==> src/hw/fsl_pkg.sv <==
// Package with command codes, register offsets and timing for the flash lock host
package fsl_pkg;

  localparam logic [15:0] CMD_PIN_CFG_SETUP = 16'h00B8;
  localparam logic [15:0] CMD_LOCK_SETUP    = 16'h0060;
  localparam logic [15:0] CMD_LOCK_SET      = 16'h0001;
  localparam logic [15:0] CMD_LOCK_CLEAR    = 16'h00D0;
  localparam logic [15:0] CMD_READ_STATUS   = 16'h0070;
  localparam logic [15:0] CMD_CLEAR_STATUS  = 16'h0050;
  localparam logic [15:0] CMD_READ_INFO     = 16'h0090;
  localparam logic [15:0] CMD_READ_ARRAY    = 16'h00FF;

  localparam int READY_BIT    = 7;
  localparam int ERASE_ERR    = 5;
  localparam int LOCK_ERR     = 4;
  localparam int LOCK_WORD_OFS = 2;
  localparam logic [1:0] PIN_MODE_MASK = 2'h3;
  localparam logic [1:0] PIN_MODE_UNSUP = 2'h2;

  // Host registers, word indexes on the software port
  localparam logic [3:0] REG_CTRL   = 4'h0;
  localparam logic [3:0] REG_ADDR   = 4'h1;
  localparam logic [3:0] REG_CFG    = 4'h2;
  localparam logic [3:0] REG_STATUS = 4'h3;
  localparam logic [3:0] REG_RESULT = 4'h4;

  localparam logic [2:0] OP_PIN_CFG    = 3'h1;
  localparam logic [2:0] OP_LOCK_SET   = 3'h2;
  localparam logic [2:0] OP_LOCK_CLEAR = 3'h3;
  localparam logic [2:0] OP_LOCK_QUERY = 3'h4;
  localparam logic [2:0] OP_CLR_STATUS = 3'h5;

  // Bus cycle timing: strobe width and minimum status pulse width
  localparam int CLK_MHZ     = 40;
  localparam int STROBE_NS   = 75;
  localparam int STROBE_CYC  = (STROBE_NS * CLK_MHZ + 999) / 1000;
  localparam int PULSE_NS    = 500;
  localparam int PULSE_MIN_CYC = (PULSE_NS * CLK_MHZ) / 1000 / 2;

  typedef struct packed {
    logic [23:0] addr;
    logic [15:0] data;
    logic        we;
  } fsl_cycle_t;

endpackage

==> src/hw/fsl_host.sv <==
// Host controller issuing pin-mode and block-lock command sequences
//
// Added by the designer: the strobed register port.
`timescale 1ns/10ps
module fsl_host #(
  parameter int ADDR_W     = 24,
  parameter int STROBE     = fsl_pkg::STROBE_CYC,
  parameter int POLL_LIMIT = 65535
) (
  input  wire logic              ref_clk,
  input  wire logic              reset,
  input  wire logic [3:0]        sw_addr,
  input  wire logic [31:0]       sw_wdata,
  input  wire logic              sw_wr,
  input  wire logic              sw_rd,
  output logic [31:0]            sw_rdata,
  output logic [ADDR_W-1:0]      flash_addr,
  output logic [15:0]            flash_dq_out,
  output logic                   flash_dq_oe_n,
  input  wire logic [15:0]       flash_dq_in,
  output logic                   flash_ce_n,
  output logic                   flash_we_n,
  output logic                   flash_oe_n,
  output logic                   reset_pin,
  input  wire logic              status_output_pin
);
  typedef enum {S_IDLE, S_CHK_CMD, S_CHK_RD, S_WR1, S_WR2, S_POLL, S_QCMD,
                S_QRD, S_DONE} fsl_state_t;

  fsl_state_t          state, next_state;
  logic [ADDR_W-1:0]   tgt, next_tgt;
  logic [7:0]          cfg, next_cfg;
  logic [2:0]          op, next_op;
  logic [7:0]          dstat, next_dstat;
  logic                busy, next_busy;
  logic                locked, next_locked;
  logic                refused, next_refused;
  logic                timeout, next_timeout;
  logic [1:0]          pin_mode, next_pin_mode;
  logic [15:0]         cnt, next_cnt;
  logic [15:0]         polls, next_polls;
  logic [31:0]         next_rdata;
  fsl_pkg::fsl_cycle_t cyc, next_cyc;
  logic                rd_en, next_rd_en;
  logic [7:0]          pulse_count;

  fsl_pulse_catch #(.MIN_LOW(fsl_pkg::PULSE_MIN_CYC)) u_catch (
    .ref_clk    (ref_clk),
    .reset      (reset),
    .pin_low    (!status_output_pin),
    .pulse_count(pulse_count)
  );

  // Second cycle command word for a pin-config or lock operation
  function automatic logic [15:0] confirm_code(input logic [2:0] o,
                                               input logic [7:0] c);
    case (o)
      fsl_pkg::OP_PIN_CFG:  confirm_code = {8'h00, c};
      fsl_pkg::OP_LOCK_SET: confirm_code = fsl_pkg::CMD_LOCK_SET;
      default:              confirm_code = fsl_pkg::CMD_LOCK_CLEAR;
    endcase
  endfunction

  function automatic logic [15:0] first_code(input logic [2:0] o);
    case (o)
      fsl_pkg::OP_PIN_CFG:    first_code = fsl_pkg::CMD_PIN_CFG_SETUP;
      fsl_pkg::OP_CLR_STATUS: first_code = fsl_pkg::CMD_CLEAR_STATUS;
      default:                first_code = fsl_pkg::CMD_LOCK_SETUP;
    endcase
  endfunction

  always_comb begin
    next_state    = state;
    next_tgt      = tgt;
    next_cfg      = cfg;
    next_op       = op;
    next_dstat    = dstat;
    next_busy     = busy;
    next_locked   = locked;
    next_refused  = refused;
    next_timeout  = timeout;
    next_pin_mode = pin_mode;
    next_cnt      = cnt;
    next_polls    = polls;
    next_cyc      = cyc;
    next_rd_en    = 1'b0;
    next_rdata    = 32'h0000_0000;
    if (sw_rd) begin
      case (sw_addr)
        fsl_pkg::REG_ADDR:   next_rdata = 32'(tgt);
        fsl_pkg::REG_CFG:    next_rdata = {24'h000000, cfg};
        fsl_pkg::REG_STATUS: next_rdata = {pulse_count, 18'h00000, pin_mode,
                                           timeout, refused, locked, busy};
        fsl_pkg::REG_RESULT: next_rdata = {24'h000000, dstat};
        default:             next_rdata = 32'h0000_0000;
      endcase
    end
    if (sw_wr && !busy) begin
      case (sw_addr)
        fsl_pkg::REG_ADDR: next_tgt = sw_wdata[ADDR_W-1:0];
        fsl_pkg::REG_CFG:  next_cfg = sw_wdata[7:0];
        fsl_pkg::REG_CTRL: begin
          next_op      = sw_wdata[2:0];
          next_busy    = 1'b1;
          next_refused = 1'b0;
          next_timeout = 1'b0;
          next_state   = (sw_wdata[2:0] == fsl_pkg::OP_LOCK_QUERY) ? S_QCMD
                       : (sw_wdata[2:0] == fsl_pkg::OP_CLR_STATUS) ? S_WR2
                       : S_CHK_CMD;
        end
        default: ;
      endcase
    end
    // Each flash access: phases 0 to STROBE-1 assert, phase STROBE releases
    case (state)
      S_IDLE: ;
      S_CHK_CMD, S_WR1, S_WR2, S_QCMD: begin
        next_cyc.we = 1'b1;
        next_cyc.addr = tgt;
        next_cyc.data = (state == S_CHK_CMD) ? fsl_pkg::CMD_READ_STATUS
                      : (state == S_WR1) ? confirm_code(op, cfg)
                      : (state == S_QCMD) ? fsl_pkg::CMD_READ_INFO
                      : first_code(op);
        if (cnt < 16'(STROBE)) begin
          next_cnt = cnt + 16'h0001;
        end else begin
          next_cnt = 16'h0000;
          next_cyc.we = 1'b0;
          case (state)
            S_CHK_CMD: next_state = S_CHK_RD;
            S_QCMD: begin
              next_state = S_QRD;
              // Lock word sits at block base plus 2 words
              next_cyc.addr = tgt + ADDR_W'(fsl_pkg::LOCK_WORD_OFS);
            end
            S_WR2: next_state = (op == fsl_pkg::OP_CLR_STATUS) ? S_DONE : S_WR1;
            default: next_state = S_POLL;
          endcase
        end
        next_rd_en = 1'b0;
      end
      S_CHK_RD, S_POLL, S_QRD: begin
        next_rd_en = 1'b1;
        if (cnt < 16'(STROBE)) begin
          next_cnt = cnt + 16'h0001;
        end else begin
          next_cnt = 16'h0000;
          next_rd_en = 1'b0;
          next_dstat = flash_dq_in[7:0];
          if (state == S_QRD) begin
            next_locked = flash_dq_in[0];
            next_state  = S_DONE;
          end else if (state == S_CHK_RD) begin
            // Device must be ready before a pin-config, lock-set or lock-clear command
            if (!flash_dq_in[fsl_pkg::READY_BIT]) begin
              next_refused = 1'b1;
              next_state   = S_DONE;
            end else if (op == fsl_pkg::OP_PIN_CFG &&
                         (cfg[1:0] & fsl_pkg::PIN_MODE_MASK) ==
                         fsl_pkg::PIN_MODE_UNSUP) begin
              next_refused = 1'b1;
              next_state   = S_DONE;
            end else begin
              next_state = S_WR2;
            end
          end else if (op == fsl_pkg::OP_PIN_CFG ||
                       flash_dq_in[fsl_pkg::READY_BIT]) begin
            // Completion by ready flag, or on the first poll for pin config, error flags kept
            if (op == fsl_pkg::OP_PIN_CFG &&
                !(flash_dq_in[fsl_pkg::LOCK_ERR] &&
                  flash_dq_in[fsl_pkg::ERASE_ERR])) begin
              next_pin_mode = cfg[1:0];
            end
            next_state = S_DONE;
          end else if (polls == 16'(POLL_LIMIT)) begin
            next_timeout = 1'b1;
            next_state   = S_DONE;
          end else begin
            next_polls = polls + 16'h0001;
          end
        end
      end
      S_DONE: begin
        next_busy  = 1'b0;
        next_polls = 16'h0000;
        next_cyc.addr = tgt;
        next_cyc.data = fsl_pkg::CMD_READ_ARRAY;
        next_state = S_IDLE;
      end
      default: next_state = S_IDLE;
    endcase
  end

  always_ff @(posedge ref_clk) begin
    if (reset) begin
      state    <= S_IDLE;
      tgt      <= '0;
      cfg      <= 8'h00;
      op       <= 3'h0;
      dstat    <= 8'h00;
      busy     <= 1'b0;
      locked   <= 1'b0;
      refused  <= 1'b0;
      timeout  <= 1'b0;
      pin_mode <= 2'h0;
      cnt      <= 16'h0000;
      polls    <= 16'h0000;
      cyc      <= '0;
      rd_en    <= 1'b0;
      sw_rdata <= 32'h0000_0000;
    end else begin
      state    <= next_state;
      tgt      <= next_tgt;
      cfg      <= next_cfg;
      op       <= next_op;
      dstat    <= next_dstat;
      busy     <= next_busy;
      locked   <= next_locked;
      refused  <= next_refused;
      timeout  <= next_timeout;
      pin_mode <= next_pin_mode;
      cnt      <= next_cnt;
      polls    <= next_polls;
      cyc      <= next_cyc;
      rd_en    <= next_rd_en;
      sw_rdata <= next_rdata;
    end
  end

  // Pin registers: all outputs straight from flops
  always_ff @(posedge ref_clk) begin
    if (reset) begin
      flash_addr    <= '0;
      flash_dq_out  <= 16'h0000;
      flash_dq_oe_n <= 1'b1;
      flash_ce_n    <= 1'b1;
      flash_we_n    <= 1'b1;
      flash_oe_n    <= 1'b1;
      reset_pin     <= 1'b0;
    end else begin
      flash_addr    <= next_cyc.addr;
      flash_dq_out  <= next_cyc.data;
      flash_dq_oe_n <= !next_cyc.we;
      flash_ce_n    <= !(next_cyc.we || next_rd_en);
      flash_we_n    <= !next_cyc.we;
      flash_oe_n    <= !next_rd_en;
      reset_pin     <= 1'b1;
    end
  end
endmodule

==> src/hw/fsl_pulse_catch.sv <==
// Counter that catches completion pulses on the status output pin
`timescale 1ns/10ps
module fsl_pulse_catch #(
  parameter int MIN_LOW = 10
) (
  input  wire logic       ref_clk,
  input  wire logic       reset,
  input  wire logic       pin_low,
  output logic [7:0]      pulse_count
);
  logic [7:0] low_cnt;
  logic [7:0] next_low_cnt;
  logic [7:0] next_pulse_count;

  always_comb begin
    next_low_cnt = pin_low ? ((low_cnt == 8'hFF) ? low_cnt : low_cnt + 8'h01)
                           : 8'h00;
    next_pulse_count = pulse_count;
    if (!pin_low && low_cnt >= 8'(MIN_LOW)) begin
      next_pulse_count = pulse_count + 8'h01;
    end
  end

  always_ff @(posedge ref_clk) begin
    if (reset) begin
      low_cnt     <= 8'h00;
      pulse_count <= 8'h00;
    end else begin
      low_cnt     <= next_low_cnt;
      pulse_count <= next_pulse_count;
    end
  end
endmodule

==> config.mk <==
export PLATFORM = sky130hd
export DESIGN_NAME = fsl_host
export DESIGN_NICKNAME = d
export VERILOG_FILES = /design/src/hw/fsl_pkg.sv /design/src/hw/fsl_host.sv /design/src/hw/fsl_pulse_catch.sv
export SDC_FILE = /design/constraint.sdc
export NUM_CORES = 1
export LEC_CHECK = 0
export ABC_AREA = 1
export BUFFER_PORTS_ARGS = -buffer_cell sky130_fd_sc_hd__buf_2
export CORE_MARGIN = 1
export CORE_UTILIZATION = 25
export DETAILED_ROUTE_END_ITERATION = 12
export SETUP_SLACK_MARGIN = 0.05
export SYNTH_ARGS = -nofsm -noshare
export SYNTH_HDL_FRONTEND = slang
export SYNTH_SLANG_ARGS = --single-unit
==> constraint.sdc <==
create_clock -name ref_clk -period 2.1 [get_ports ref_clk]
set_input_delay 0.105 -clock ref_clk [delete_from_list [all_inputs] [get_ports ref_clk]]
set_output_delay 0.105 -clock ref_clk [all_outputs]
set_load 0.01 [all_outputs]
# ---- Yosys cells after proc, flatten, opt, wreduce, memory -nomap -nowiden
# Index checks and enable logic that the tools add are counted.
dict set report classes {
  addsub 5
  n_mul 0
  n_div 0
  n_lt_le_gt_ge 2
  eq_ne 30
  shift 0
  mux 51
  bitwise 4
  reduce_logical 29
}
# cell count
set ops {}
lappend ops {{two-way mux 32 bit} 8}
lappend ops {{== test 32 x 3 -> 1 bit (second input constant)} 6}
lappend ops {{two-way mux 16 bit} 9}
lappend ops {{case mux 32 bit (4 select lines)} 1}
lappend ops {{== test 32 x 2 -> 1 bit (second input constant)} 3}
lappend ops {{== test 32 x 4 -> 1 bit (second input constant)} 3}
lappend ops {{case mux 32 bit (3 select lines)} 1}
lappend ops {{case mux 40 bit (2 select lines)} 1}
lappend ops {{two-way mux 24 bit} 2}
lappend ops {{adder 16 x 1 -> 16 bit (second input constant)} 2}
lappend ops {{== test 32 x 1 -> 1 bit (second input constant)} 1}
lappend ops {{zero test 32 bit} 1}
lappend ops {{case mux 16 bit (2 select lines)} 1}
lappend ops {{case mux 8 bit (2 select lines)} 2}
lappend ops {{adder 24 x 2 -> 24 bit (second input constant)} 1}
lappend ops {{two-way mux 1 bit} 20}
lappend ops {{adder 8 x 1 -> 8 bit (second input constant)} 2}
lappend ops {{== test 16 bit (second input constant)} 1}
lappend ops {{< comparator 16 x 2 -> 1 bit (second input constant)} 1}
lappend ops {{two-way mux 4 bit} 3}
lappend ops {{case mux 4 bit (3 select lines)} 1}
lappend ops {{AND reduction 6 bit} 2}
lappend ops {{!= test 2 bit (second input constant)} 5}
lappend ops {{== test 3 bit (second input constant)} 3}
lappend ops {{21 further kinds} 41}
dict set report totals {
  ff_bits 206
  latchBits 0
  ram_bits 0
  rom_bits 0
  out_inout_bits 77
  word_cells 143
  mem_count 0
}

# ---- Depth between registers and ports, before layout
# Gate-level depths: netlist of the first run.
dict set report depth {
  depth_word 11
  depth_mapped 14
  ltp_nobuf 14
}

# ---- Hierarchy
# Synthesis of the first run repeated with hierarchy kept, for this count alone.
dict set report hier_totals {
  hier_cells 1232
  hier_area_um2 9121.2
}
# module instances cells_per_inst area_each_um2 seq_area_each_um2
set by_module_without_submodules {}
lappend by_module_without_submodules {fsl_host 1 1108 8225.4 3643.5}
lappend by_module_without_submodules {fsl_pulse_catch 1 124 895.9 320.3}

# ---- Worst setup path before layout of the first run
# Ideal clock, no wire load.
dict set report synth_timing {
  kind {reg-to-reg}
  start {register cnt[0]}
  end {register state[3]}
  arrival_ns 1.587
  required_time_ns 1.968
  path_slack_ns 0.381
  path_stages_with_launch 10
  n_path_buf 1
  path_cell_list {dfxtp_1 > ha_1 > nand3b_1 > nor2_1 > nand2_1 > inv_2 > buf_1 > o21ai_0 > nand3_1 > a21oi_1}
}
dict set report synth_between {
  elab_chain_len 3
  elab_cells_between_ends 4
  cone_classes {order compare (1); mux (3)}
}
# element line
set synth_lines {}
lappend synth_lines {{start: declaration} fsl_host.sv:40} ;# logic [15:0] cnt, next_cnt;
lappend synth_lines {{start signal: assignment} fsl_host.sv:222} ;# cnt <= next_cnt;
lappend synth_lines {{< comparator 16 x 2 -> 1 bit *} {fsl_host.sv:124, fsl_host.sv:144}}
lappend synth_lines {{two-way mux 32 bit, on equally long branches} {fsl_host.sv:144, fsl_host.sv:124}}
lappend synth_lines {{case mux 32 bit (3 select lines) *} fsl_host.sv:115} ;# case (state)
lappend synth_lines {{end signal: assignment} fsl_host.sv:212} ;# state <= next_state;
lappend synth_lines {{end: declaration} fsl_host.sv:30} ;# fsl_state_t state, next_state;
# Mark *: on every way between the ends. The rest lies on a longest branch, timed or not.
# A chain may end at the register's enable or synchronous reset.

# ---- Worst setup path in the final report of the first run
dict set report layout_timing {
  start {register state[25]}
  end {register flash_addr[2]}
}
dict set report layout_between {
  elab_chain_len 4
  elab_cells_between_ends 10
  cone_classes {eq/ne (5); mux (3); reduce/logical (2)}
}
# element line
set layout_lines {}
lappend layout_lines {{== test 32 x 3 -> 1 bit} {fsl_host.sv:115, fsl_host.sv:129}}
lappend layout_lines {{two-way mux 24 bit} fsl_host.sv:129} ;# case (state)
lappend layout_lines {{two-way mux 24 bit} fsl_host.sv:124} ;# if (cnt < 16'(STROBE)) begin
lappend layout_lines {{case mux 40 bit (2 select lines)} fsl_host.sv:115}
lappend layout_lines {{end signal: assignment} fsl_host.sv:241} ;# flash_addr <= next_cyc.addr;
lappend layout_lines {{end: declaration} fsl_host.sv:17} ;# output logic [ADDR_W-1:0] flash_addr,
# Several ways; a longest one is shown, not always the timed one.

==> results of run 1 <==
sequential cells by signal (all words and copies together) (netlist names), 3 cells and up:
register             flops
cfg                      8
cnt                     16
dstat                    8
flash_addr              24
flash_dq_out             8
op                       3
polls                   16
state                   32
sw_rdata                32
tgt                     24
u_catch.low_cnt          8
u_catch.pulse_count      8
cell type report:
type	count	area share [%]
clock buffers	18	3.899
clock inverters	13	1.744
inverters	133	4.532
multi-input cells	869	38.01
flip-flops and latches	198	35.22
well taps	461	5.120
repair buffers	188	11.47
what timing repair did:
item                       CTS  global route
gates resized for setup      0            33
hold buffers                35             0
hold endpoints to repair    41             0
buffers inserted             0             3
setup endpoints to repair    0            57
through the flow:
| step | utilization (%) | power, mW |
|---|---|---|
| 3_3_place_gp | 28.49 | 4.171 |
| 5_1_grt | 31.67 | 8.006 |
| 6_report | 31.67 | 7.701 |
| 2_1_floorplan | - | 4.068 |
| 4_1_cts | 31.26 | 7.813 |
| 3_5_place_dp | 28.49 | 4.173 |
power by group through the flow:
| stage | sequential (mW) | combinational [mW] | clock (mW) |
|---|---|---|---|
| floorplan | 3.90 | 0.164 | 0 |
| global placement | 3.91 | 0.259 | 0 |
| detailed placement | 3.91 | 0.261 | 0 |
| CTS | 3.82 | 0.309 | 3.68 |
| global route | 3.83 | 0.345 | 3.83 |
| finish | 3.82 | 0.311 | 3.56 |
critical path, cell delays in order, from the launching register on:
cell	delay, ps
dfxtp_1	300
nor2_1	130
nand4_1	170
nor2_4	160
buf_12	140
nand3_4	100
nor2_4	200
buf_4	150
nand2_1	40
o21ai_1	220
nand2_1	100
a21oi_1	130
logic make-up after synthesis:
logic type               Yosys count  share of synthesized area (%)
AO/OA/AOI/OAI                    242                          14.01
buffers and inverters            216                          11.27
XOR/XNOR                          23                          2.229
flip-flops                       198                          43.85
AND/OR/NAND/NOR                  561                          27.66
adder cells (fa/ha/maj)            6                         0.8305
other                              1                        0.04149
multiplexers                       1                         0.1107
routing by layer:
layer	vias to the layer above	wire [µm]
li1	4326	-
met1	3926	11650
met2	202	12120
met3	34	1452
met4	0	803
met5	-	0
layout by cell type (no fill, tap or decap), drive strengths merged, types with 6 or more instances in the layout:
master / count
a21oi: 111
buf: 153
clkbuf: 18
conb: 36
dfxtp: 198
dlygate4sd3: 35
ha: 6
inv: 136
nand2: 258
nand3: 51
nand4: 31
nor2: 145
nor3: 61
o21ai: 111
xor2: 23
worst paths after layout:
path / startpoint / to / slack, ps / cells after the start
worst max register to register: state[25]$_SDFF_PP0_ / flash_addr[2]$_SDFFE_PP0P_ / 170 / 11
worst max-delay path: state[25]$_SDFF_PP0_ / flash_addr[2]$_SDFFE_PP0P_ / 170 / 11
worst min register to register: cnt[4]$_SDFFE_PP0P_ / cnt[4]$_SDFFE_PP0P_ / 440 / 2
worst min-delay path: sw_wdata[14] / tgt[14]$_SDFFE_PP0P_ / 20 / 3
==> results.yml, run 1 <==
routing:
  drt_wl_total_um: 26020
  first_pass_iters: 5
  drcViolationCount: 0
  drt-initial-drc-count: 527
  drt.antenna.violating_nets: 0
  wl_per_cell_um: 13.84
  via_per_inst: 4.515
  vias: 8488
timing:
  finalCriticalPeriod_ps: 1925
  fin_skew_ps: 10.63
  setup_slack_ps: 174.7
  fin_hold_ws_ps: 24.78
  rsz0062_at_grt: "yes"
  slew_headroom_pct: 65.77
  period_share_pct: 91.68
  setup_viol: 0
  tns_ps: 0
  worst_slew_pin_slew_ps: 511.6
  drv_slew: 0
  fmax_mhz: 519.4
  hold_viol_final: 0
clocking:
  clockBufferDepth: 2
  cts.sinks: 198
  clock_latency_ps: 440
  cts_buffers: 17
  clk_pin_slew_ps: 70
  cts_root_buffer: "clkbuf_16"
  cts_htree_levels: 4
  cts_tree: "built"
power:
  vdd.ir_drop.worst_uv: 413.2
  clkPwrFrac_pct: 46.3
  internal-power_mw: 5.963
  powerDensity_nw_per_um2: 683.6
  seqPwrFrac_pct: 49.7
  switching_share_pct: 22.56
  p_comb_share_pct: 4.0
  switching_power_mw: 1.737
  p_leak_nw: 4.587
yosys:
  synth_edf_count: 0
  yosys.cell_count.top_type: "nand2_1"
  synth_area_leader_cell: "dfxtp_1"
  synth.distinct_cells: 47
  ys_warn_count: 0
  ys_ff_latch: 198
  syn_inst: 1248
  syn_avg_cell_area_um2: 7.243
  synth_commonest_cells: "251 x nand2_1, 198 x dfxtp_1, 136 x nor2_1"
  synthFlopType: "dfxtp_1"
  synth.area.top_cells: "dfxtp_1 44%, nand2_1 10%, a21oi_1 6.1%, nor2_1 5.6%, o21ai_0 5.1%"
  yosysTopAreaCellShare_pct: 43.85
  async_reset_ff_share_pct: 0
  ys_seq_area_share_pct: 43.85
  syn_area_um2: 9039
grt:
  grt_max_degree: 48
  grt-ovfl-total: 0
  use_met1_pct: 17.72
  grt.total_usage_pct: 14.14
  grt_pass1_vias: 7798
  top_usage_layer: "met2"
  grt_use_met2_pct: 22.94
  grt_pass1_wl_um: 40590
  antenna_found_initial: 0
  use_met3_pct: 3.143
placed_design:
  placed_area_um2: 10130
  gp_congestion: 0.8778
  pre_cts_slack_ps: 140.2
  dp_hpwl_um: 19820
  io_buffer_count: 109
  dp.cells: 1811
worst_setup_path:
  critPathMaxFanout: 6
  crit_arrival_ps: 2300
  start_kind: "register"
  cp.required_ps: 2470
  worst_setup_path_end_kind: "register"
  critical_path_class: "reg -> reg"
layout:
  finalNetCount: 1470
  synthToLayoutAreaGrowth_pct: 24.63
  fill_cells: 3885
  multiInputGateArea_um2: 4282
  n_antenna_cell: 0
  finalNonFillerCells: 1880
  fin_area_um2: 11260
  seqCellArea_um2: 3968
  drive_gt1_share_pct: 16.91
floorplan:
  rows: 69
  die_w_um: 192.1
  start_util_pct: 25.41
  fp.dieArea_um2: 36920
  dieHeight_um: 192.1
  core_um2: 35570
  num_io_pins: 134
min_path:
  hold_path.class: "in -> reg"
outcome:
  status: "finished, final reports clean"
flow_run:
  cap_violations: 0
Power figures use the tool's default switching activity.
==> run 2: changes to the inputs <==
Settings changed: CELL_PAD_IN_SITES_DETAIL_PLACEMENT set to 0, CELL_PAD_IN_SITES_GLOBAL_PLACEMENT set to 1, MAX_ROUTING_LAYER set to met4, PLACE_DENSITY_LB_ADDON set to 0.1, SETUP_SLACK_MARGIN 0.05 to unset.
==> run 2 against run 1 <==
Compared with the run above: register-to-register slack is essentially flat; design area shrank 0.68%; clock power shrank 5.9%; critical endpoint is now cnt[9]$_SDFFE_PP0P_.
==> results.yml, run 2 (same netlist as run 1, synthesis figures left out) <==
routing:
  drcViolationCount: 0
  drt-initial-drc-count: 442
  first_pass_iters: 4
  wl_per_cell_um: 14.82
  vias: 8202
  drt.antenna.violating_nets: 0
  via_per_inst: 4.351
  drt_wl_total_um: 27940
timing:
  worst_slew_pin_slew_ps: 555.3
  finalCriticalPeriod_ps: 1936
  period_share_pct: 92.18
  fmax_mhz: 516.6
  fin_hold_ws_ps: 31.04
  rsz0062_at_grt: "yes"
  setup_slack_ps: 164.3
  setup_viol: 0
  hold_viol_final: 0
  tns_ps: 0
  fin_skew_ps: 13.31
  drv_slew: 0
  slew_headroom_pct: 62.89
clocking:
  clk_pin_slew_ps: 80
  clockBufferDepth: 2
  cts_htree_levels: 4
  cts_root_buffer: "clkbuf_16"
  cts.sinks: 198
  cts_tree: "built"
  cts_buffers: 17
  clock_latency_ps: 460
placed_design:
  io_buffer_count: 109
  pre_cts_slack_ps: 33.67
  gp_congestion: 0.8118
  dp.cells: 1815
  placed_area_um2: 10180
  dp_hpwl_um: 20880
grt:
  use_met1_pct: 21.25
  use_met3_pct: 3.015
  top_usage_layer: "met2"
  grt_pass1_vias: 7823
  grt.total_usage_pct: 16.05
  grt-ovfl-total: 0
  antenna_found_initial: 0
  grt_use_met2_pct: 24.97
  grt_max_degree: 77
  grt_pass1_wl_um: 43900
layout:
  reg_top3: "state x32, sw_rdata x32"
  fin_util_pct: 31.45
  synthToLayoutAreaGrowth_pct: 23.78
  finalNonFillerCells: 1885
  layout_common_cells: "246 x nand2_1, 197 x dfxtp_1, 132 x nor2_1"
  fill_cells: 3969
  n_antenna_cell: 0
  finalNetCount: 1474
  fin_area_um2: 11190
  drive_gt1_share_pct: 16.50
  final_common_cell: "nand2_1"
power:
  internal-power_mw: 5.698
  p_leak_nw: 4.555
  vdd.ir_drop.worst_uv: 590.3
  seqPwrFrac_pct: 51.1
  p_comb_share_pct: 4.2
  clkPwrFrac_pct: 44.8
  power_mw: 7.486
  switching_share_pct: 23.88
  powerDensity_nw_per_um2: 669.1
  switching_power_mw: 1.788
worst_setup_path:
  critical_path_class: "reg -> reg"
  cp.required_ps: 2410
  worst_setup_path_end_kind: "register"
  critPathMaxFanout: 14
  crit_path_frequent_cell: "buf_4"
  start_kind: "register"
  path_cells: "nor2_1, nand2_1, nor2_4, nand2_2, buf_4, a21oi_1, nor2_1, buf_4, nand2_2, buf_4, buf_12, nor3_1"
  critPathMaxStageDelay_ps: 300
  crit_arrival_ps: 2250
  crit_slowest_cell: "dfxtp_1"
floorplan:
  rows: 69
  start_util_pct: 25.41
  die_w_um: 192.1
  num_io_pins: 134
  fp.dieArea_um2: 36920
  core_um2: 35570
  dieHeight_um: 192.1
outcome:
  status: "finished, final reports clean"
min_path:
  hold_path.class: "in -> reg"
flow_run:
  cap_violations: 0
-- run 2: cell types whose count changed in the layout (fill, tap and decap cells not counted), sizes merged --
cell and delta:
nor2 +1, bufinv -2, inv +1, clkinv +2, buf +3, clkbuf +2
clkinvlp -2
-- run 2: area by class of cell --
class / count / area [µm²] / area share (%)
multi-input combinational: 870 / 4248 / 37.97
sequential: 198 / 3965 / 35.44
clock buffer: 20 / 436.7 / 3.903
inverter: 133 / 505.5 / 4.518
tap: 461 / 576.8 / 5.155
clock inverter: 12 / 141.4 / 1.264
timing repair buffer: 191 / 1315 / 11.75
-- run 2: worst paths after layout --
path / start / to / slack (ps) / cells past startpoint
worst max-delay path: state[25]$_SDFF_PP0_ / cnt[9]$_SDFFE_PP0P_ / 160 / 12
worst min-delay path: sw_addr[2] / sw_rdata[3]$_SDFF_PP0_ / 30 / 4
worst max register to register: state[25]$_SDFF_PP0_ / cnt[9]$_SDFFE_PP0P_ / 160 / 12
worst min register to register: cnt[3]$_SDFFE_PP0P_ / cnt[3]$_SDFFE_PP0P_ / 440 / 2
-- run 2: worst max-delay path, delay by kind of cell (launching register included) --
family	cells	cell delay [ps]
buffers and inverters	4	630
DFF	1	300
and+or+nand+nor	7	730
AOI/OAI and AO/OA	1	130
-- run 2: power groups by stage --
stage / Sequential [mW] / Clock, mW / Combinational (mW)
finish: 3.82 / 3.35 / 0.311
global route: 3.83 / 3.62 / 0.352
CTS: 3.82 / 3.50 / 0.315
detailed placement: 3.91 / 0 / 0.263
global placement: 3.91 / 0 / 0.266
floorplan: 3.90 / 0 / 0.164
-- run 2: timing repair --
item / 4_1_cts / 5_1_grt
endpoints found under the hold margin: 39 / 0
setup endpoints to repair: 0 / 74
hold buffers: 35 / 0
setup buffers: 0 / 2
resized for setup: 0 / 20
-- run 2: routing by layer --
layer / up-vias / wire length, µm
met2: 115 / 12760
met4: 0 / 220
met1: 3737 / 14060
li1: 4334 / -
met3: 16 / 899
met5: - / 0
==> run 3: changes to the inputs <==
Settings changed: CELL_PAD_IN_SITES_DETAIL_PLACEMENT 0 to 2, CELL_PAD_IN_SITES_GLOBAL_PLACEMENT 1 to 2, GPL_ROUTABILITY_DRIVEN set to 0, RECOVER_POWER set to 25.
==> run 3 against run 2 <==
Compared with the run above: routed wire length up 15%; combinational power up 6%; register-to-register slack worse by 50 ps; global-route usage up 2.6 points; critical path depth up 1; critical path type unchanged; critical endpoint is now cnt[1]$_SDFFE_PP0P_; highest routed layer unchanged.
==> results.yml, run 3 (same netlist as run 1, synthesis figures left out) <==
routing:
  via_per_inst: 4.599
  drt-initial-drc-count: 296
  drcViolationCount: 0
  drt.antenna.violating_nets: 0
  wl_per_cell_um: 17.01
  first_pass_iters: 4
  drt_wl_total_um: 32170
  route.top_layer_used: "met4"
  wl_met2_um: 14570
  met1_length_um: 16400
  vias: 8697
  routed-wl-met3_um: 760
placed_design:
  pre_cts_slack_ps: -2.872
  dp_hpwl_um: 24320
  io_buffer_count: 109
timing:
  period_share_pct: 94.44
  hold_viol_final: 0
  worst_slew_pin_slew_ps: 581.0
  finalCriticalPeriod_ps: 1983
  slew_headroom_pct: 61.27
  setup_slack_ps: 116.8
  rsz0062_at_grt: "yes"
  setup_viol: 0
  fmax_mhz: 504.2
  drv_slew: 0
  fin_skew_ps: 16.71
grt:
  grt_max_degree: 77
  antenna_found_initial: 1
  grt_pass1_wl_um: 51030
  grt-ovfl-total: 0
  grt_pass1_vias: 9118
  grt.total_usage_pct: 18.62
floorplan:
  start_util_pct: 25.41
  dieHeight_um: 192.1
  fp.dieArea_um2: 36920
  core_um2: 35570
  num_io_pins: 134
  die_w_um: 192.1
  rows: 69
worst_setup_path:
  critPathMaxFanout: 5
  critical_path_class: "reg -> reg"
  start_kind: "register"
  cp.required_ps: 2410
  crit_arrival_ps: 2300
  worst_setup_path_end_kind: "register"
layout:
  layout_common_cells: "244 x nand2_1, 195 x dfxtp_1, 130 x nor2_1"
  drive_gt1_share_pct: 13.85
  fin_util_pct: 31.62
  final_common_cell: "nand2_1"
  synthToLayoutAreaGrowth_pct: 24.45
  n_antenna_cell: 0
  reg_top3: "state x32, sw_rdata x32"
  finalNetCount: 1480
outcome:
  status: "finished, final reports clean"
clocking:
  cts.sinks: 198
  cts_htree_levels: 4
  clock_latency_ps: 460
  cts_buffers: 17
  cts_tree: "built"
  cts_root_buffer: "clkbuf_16"
  clk_pin_slew_ps: 80
  clockBufferDepth: 2
flow_run:
  cap_violations: 0
power:
  powerDensity_nw_per_um2: 673.2
  vdd.ir_drop.worst_uv: 591.2
  power_mw: 7.573
  p_leak_nw: 4.380
min_path:
  hold_path.class: "in -> reg"
run 3: area by class of cell:
type / count / area, µm²
clock buffers: 19 / 452.9
clock inverters: 13 / 141.4
fillers: 4262 / 24320
inverters: 133 / 504.2
multi-input cells: 869 / 4275
flip-flops and latches: 198 / 3968
well taps: 461 / 576.8
repair buffers: 198 / 1330
run 3: through the flow:
stage               TNS [ps]  instances  hold slack [ps]  cell area, µm²
floorplan                  0       1283            248.7            9170
global placement           0       1818            358.6           10210
detailed placement    -2.872       1818            367.4           10210
CTS                        0       1888            6.766           11180
global route          -392.1       1891            41.93           11250
finish                     0       1891            23.60           11250
run 3: report_power, final:
| part | total, mW | internal (mW) | switching [mW] |
|---|---|---|---|
| clock | 3.42 | 1.74 | 1.68 |
| combinational | 0.329 | 0.125 | 0.205 |
| sequential | 3.82 | 3.80 | 0.0265 |
| total | 7.57 | 5.66 | 1.91 |
run 3: final timing paths:
| check | start | endpoint | slack, ps | cells past startpoint |
|---|---|---|---|---|
| setup / recovery | state[7]$_SDFF_PP0_ | cnt[1]$_SDFFE_PP0P_ | 120 | 13 |
| hold / removal | sw_addr[3] | sw_rdata[4]$_SDFF_PP0_ | 20 | 4 |
| setup reg to reg | state[7]$_SDFF_PP0_ | cnt[1]$_SDFFE_PP0P_ | 120 | 13 |
| hold reg to reg | cnt[15]$_SDFFE_PP0P_ | cnt[15]$_SDFFE_PP0P_ | 450 | 2 |
run 3: worst max-delay path, stage by stage (launching register included):
cell and delay (ps):
dfxtp_1 320, nor2_1 140, nand2_2 140, buf_4 180
nor2_4 140, nand2_2 110, a21oi_1 140, nor2_1 70
buf_4 170, nand2_2 90, buf_4 170, inv_1 70
nand2_1 60, a21oi_1 60
run 3: timing repair:
item	4_1_cts	5_1_grt
pin swaps	1	4
gates cloned	0	0
setup endpoints to repair	17	79
hold endpoints to repair	40	0
hold buffers	35	0
setup buffers	3	3
gates resized for setup	3	32
run 3: routing by layer:
metal,track usage (%),up-vias
met3,2.814,20
met4,4.755,0
li1,-,4339
met2,28.93,92
met5,-,-
met1,25.12,4246
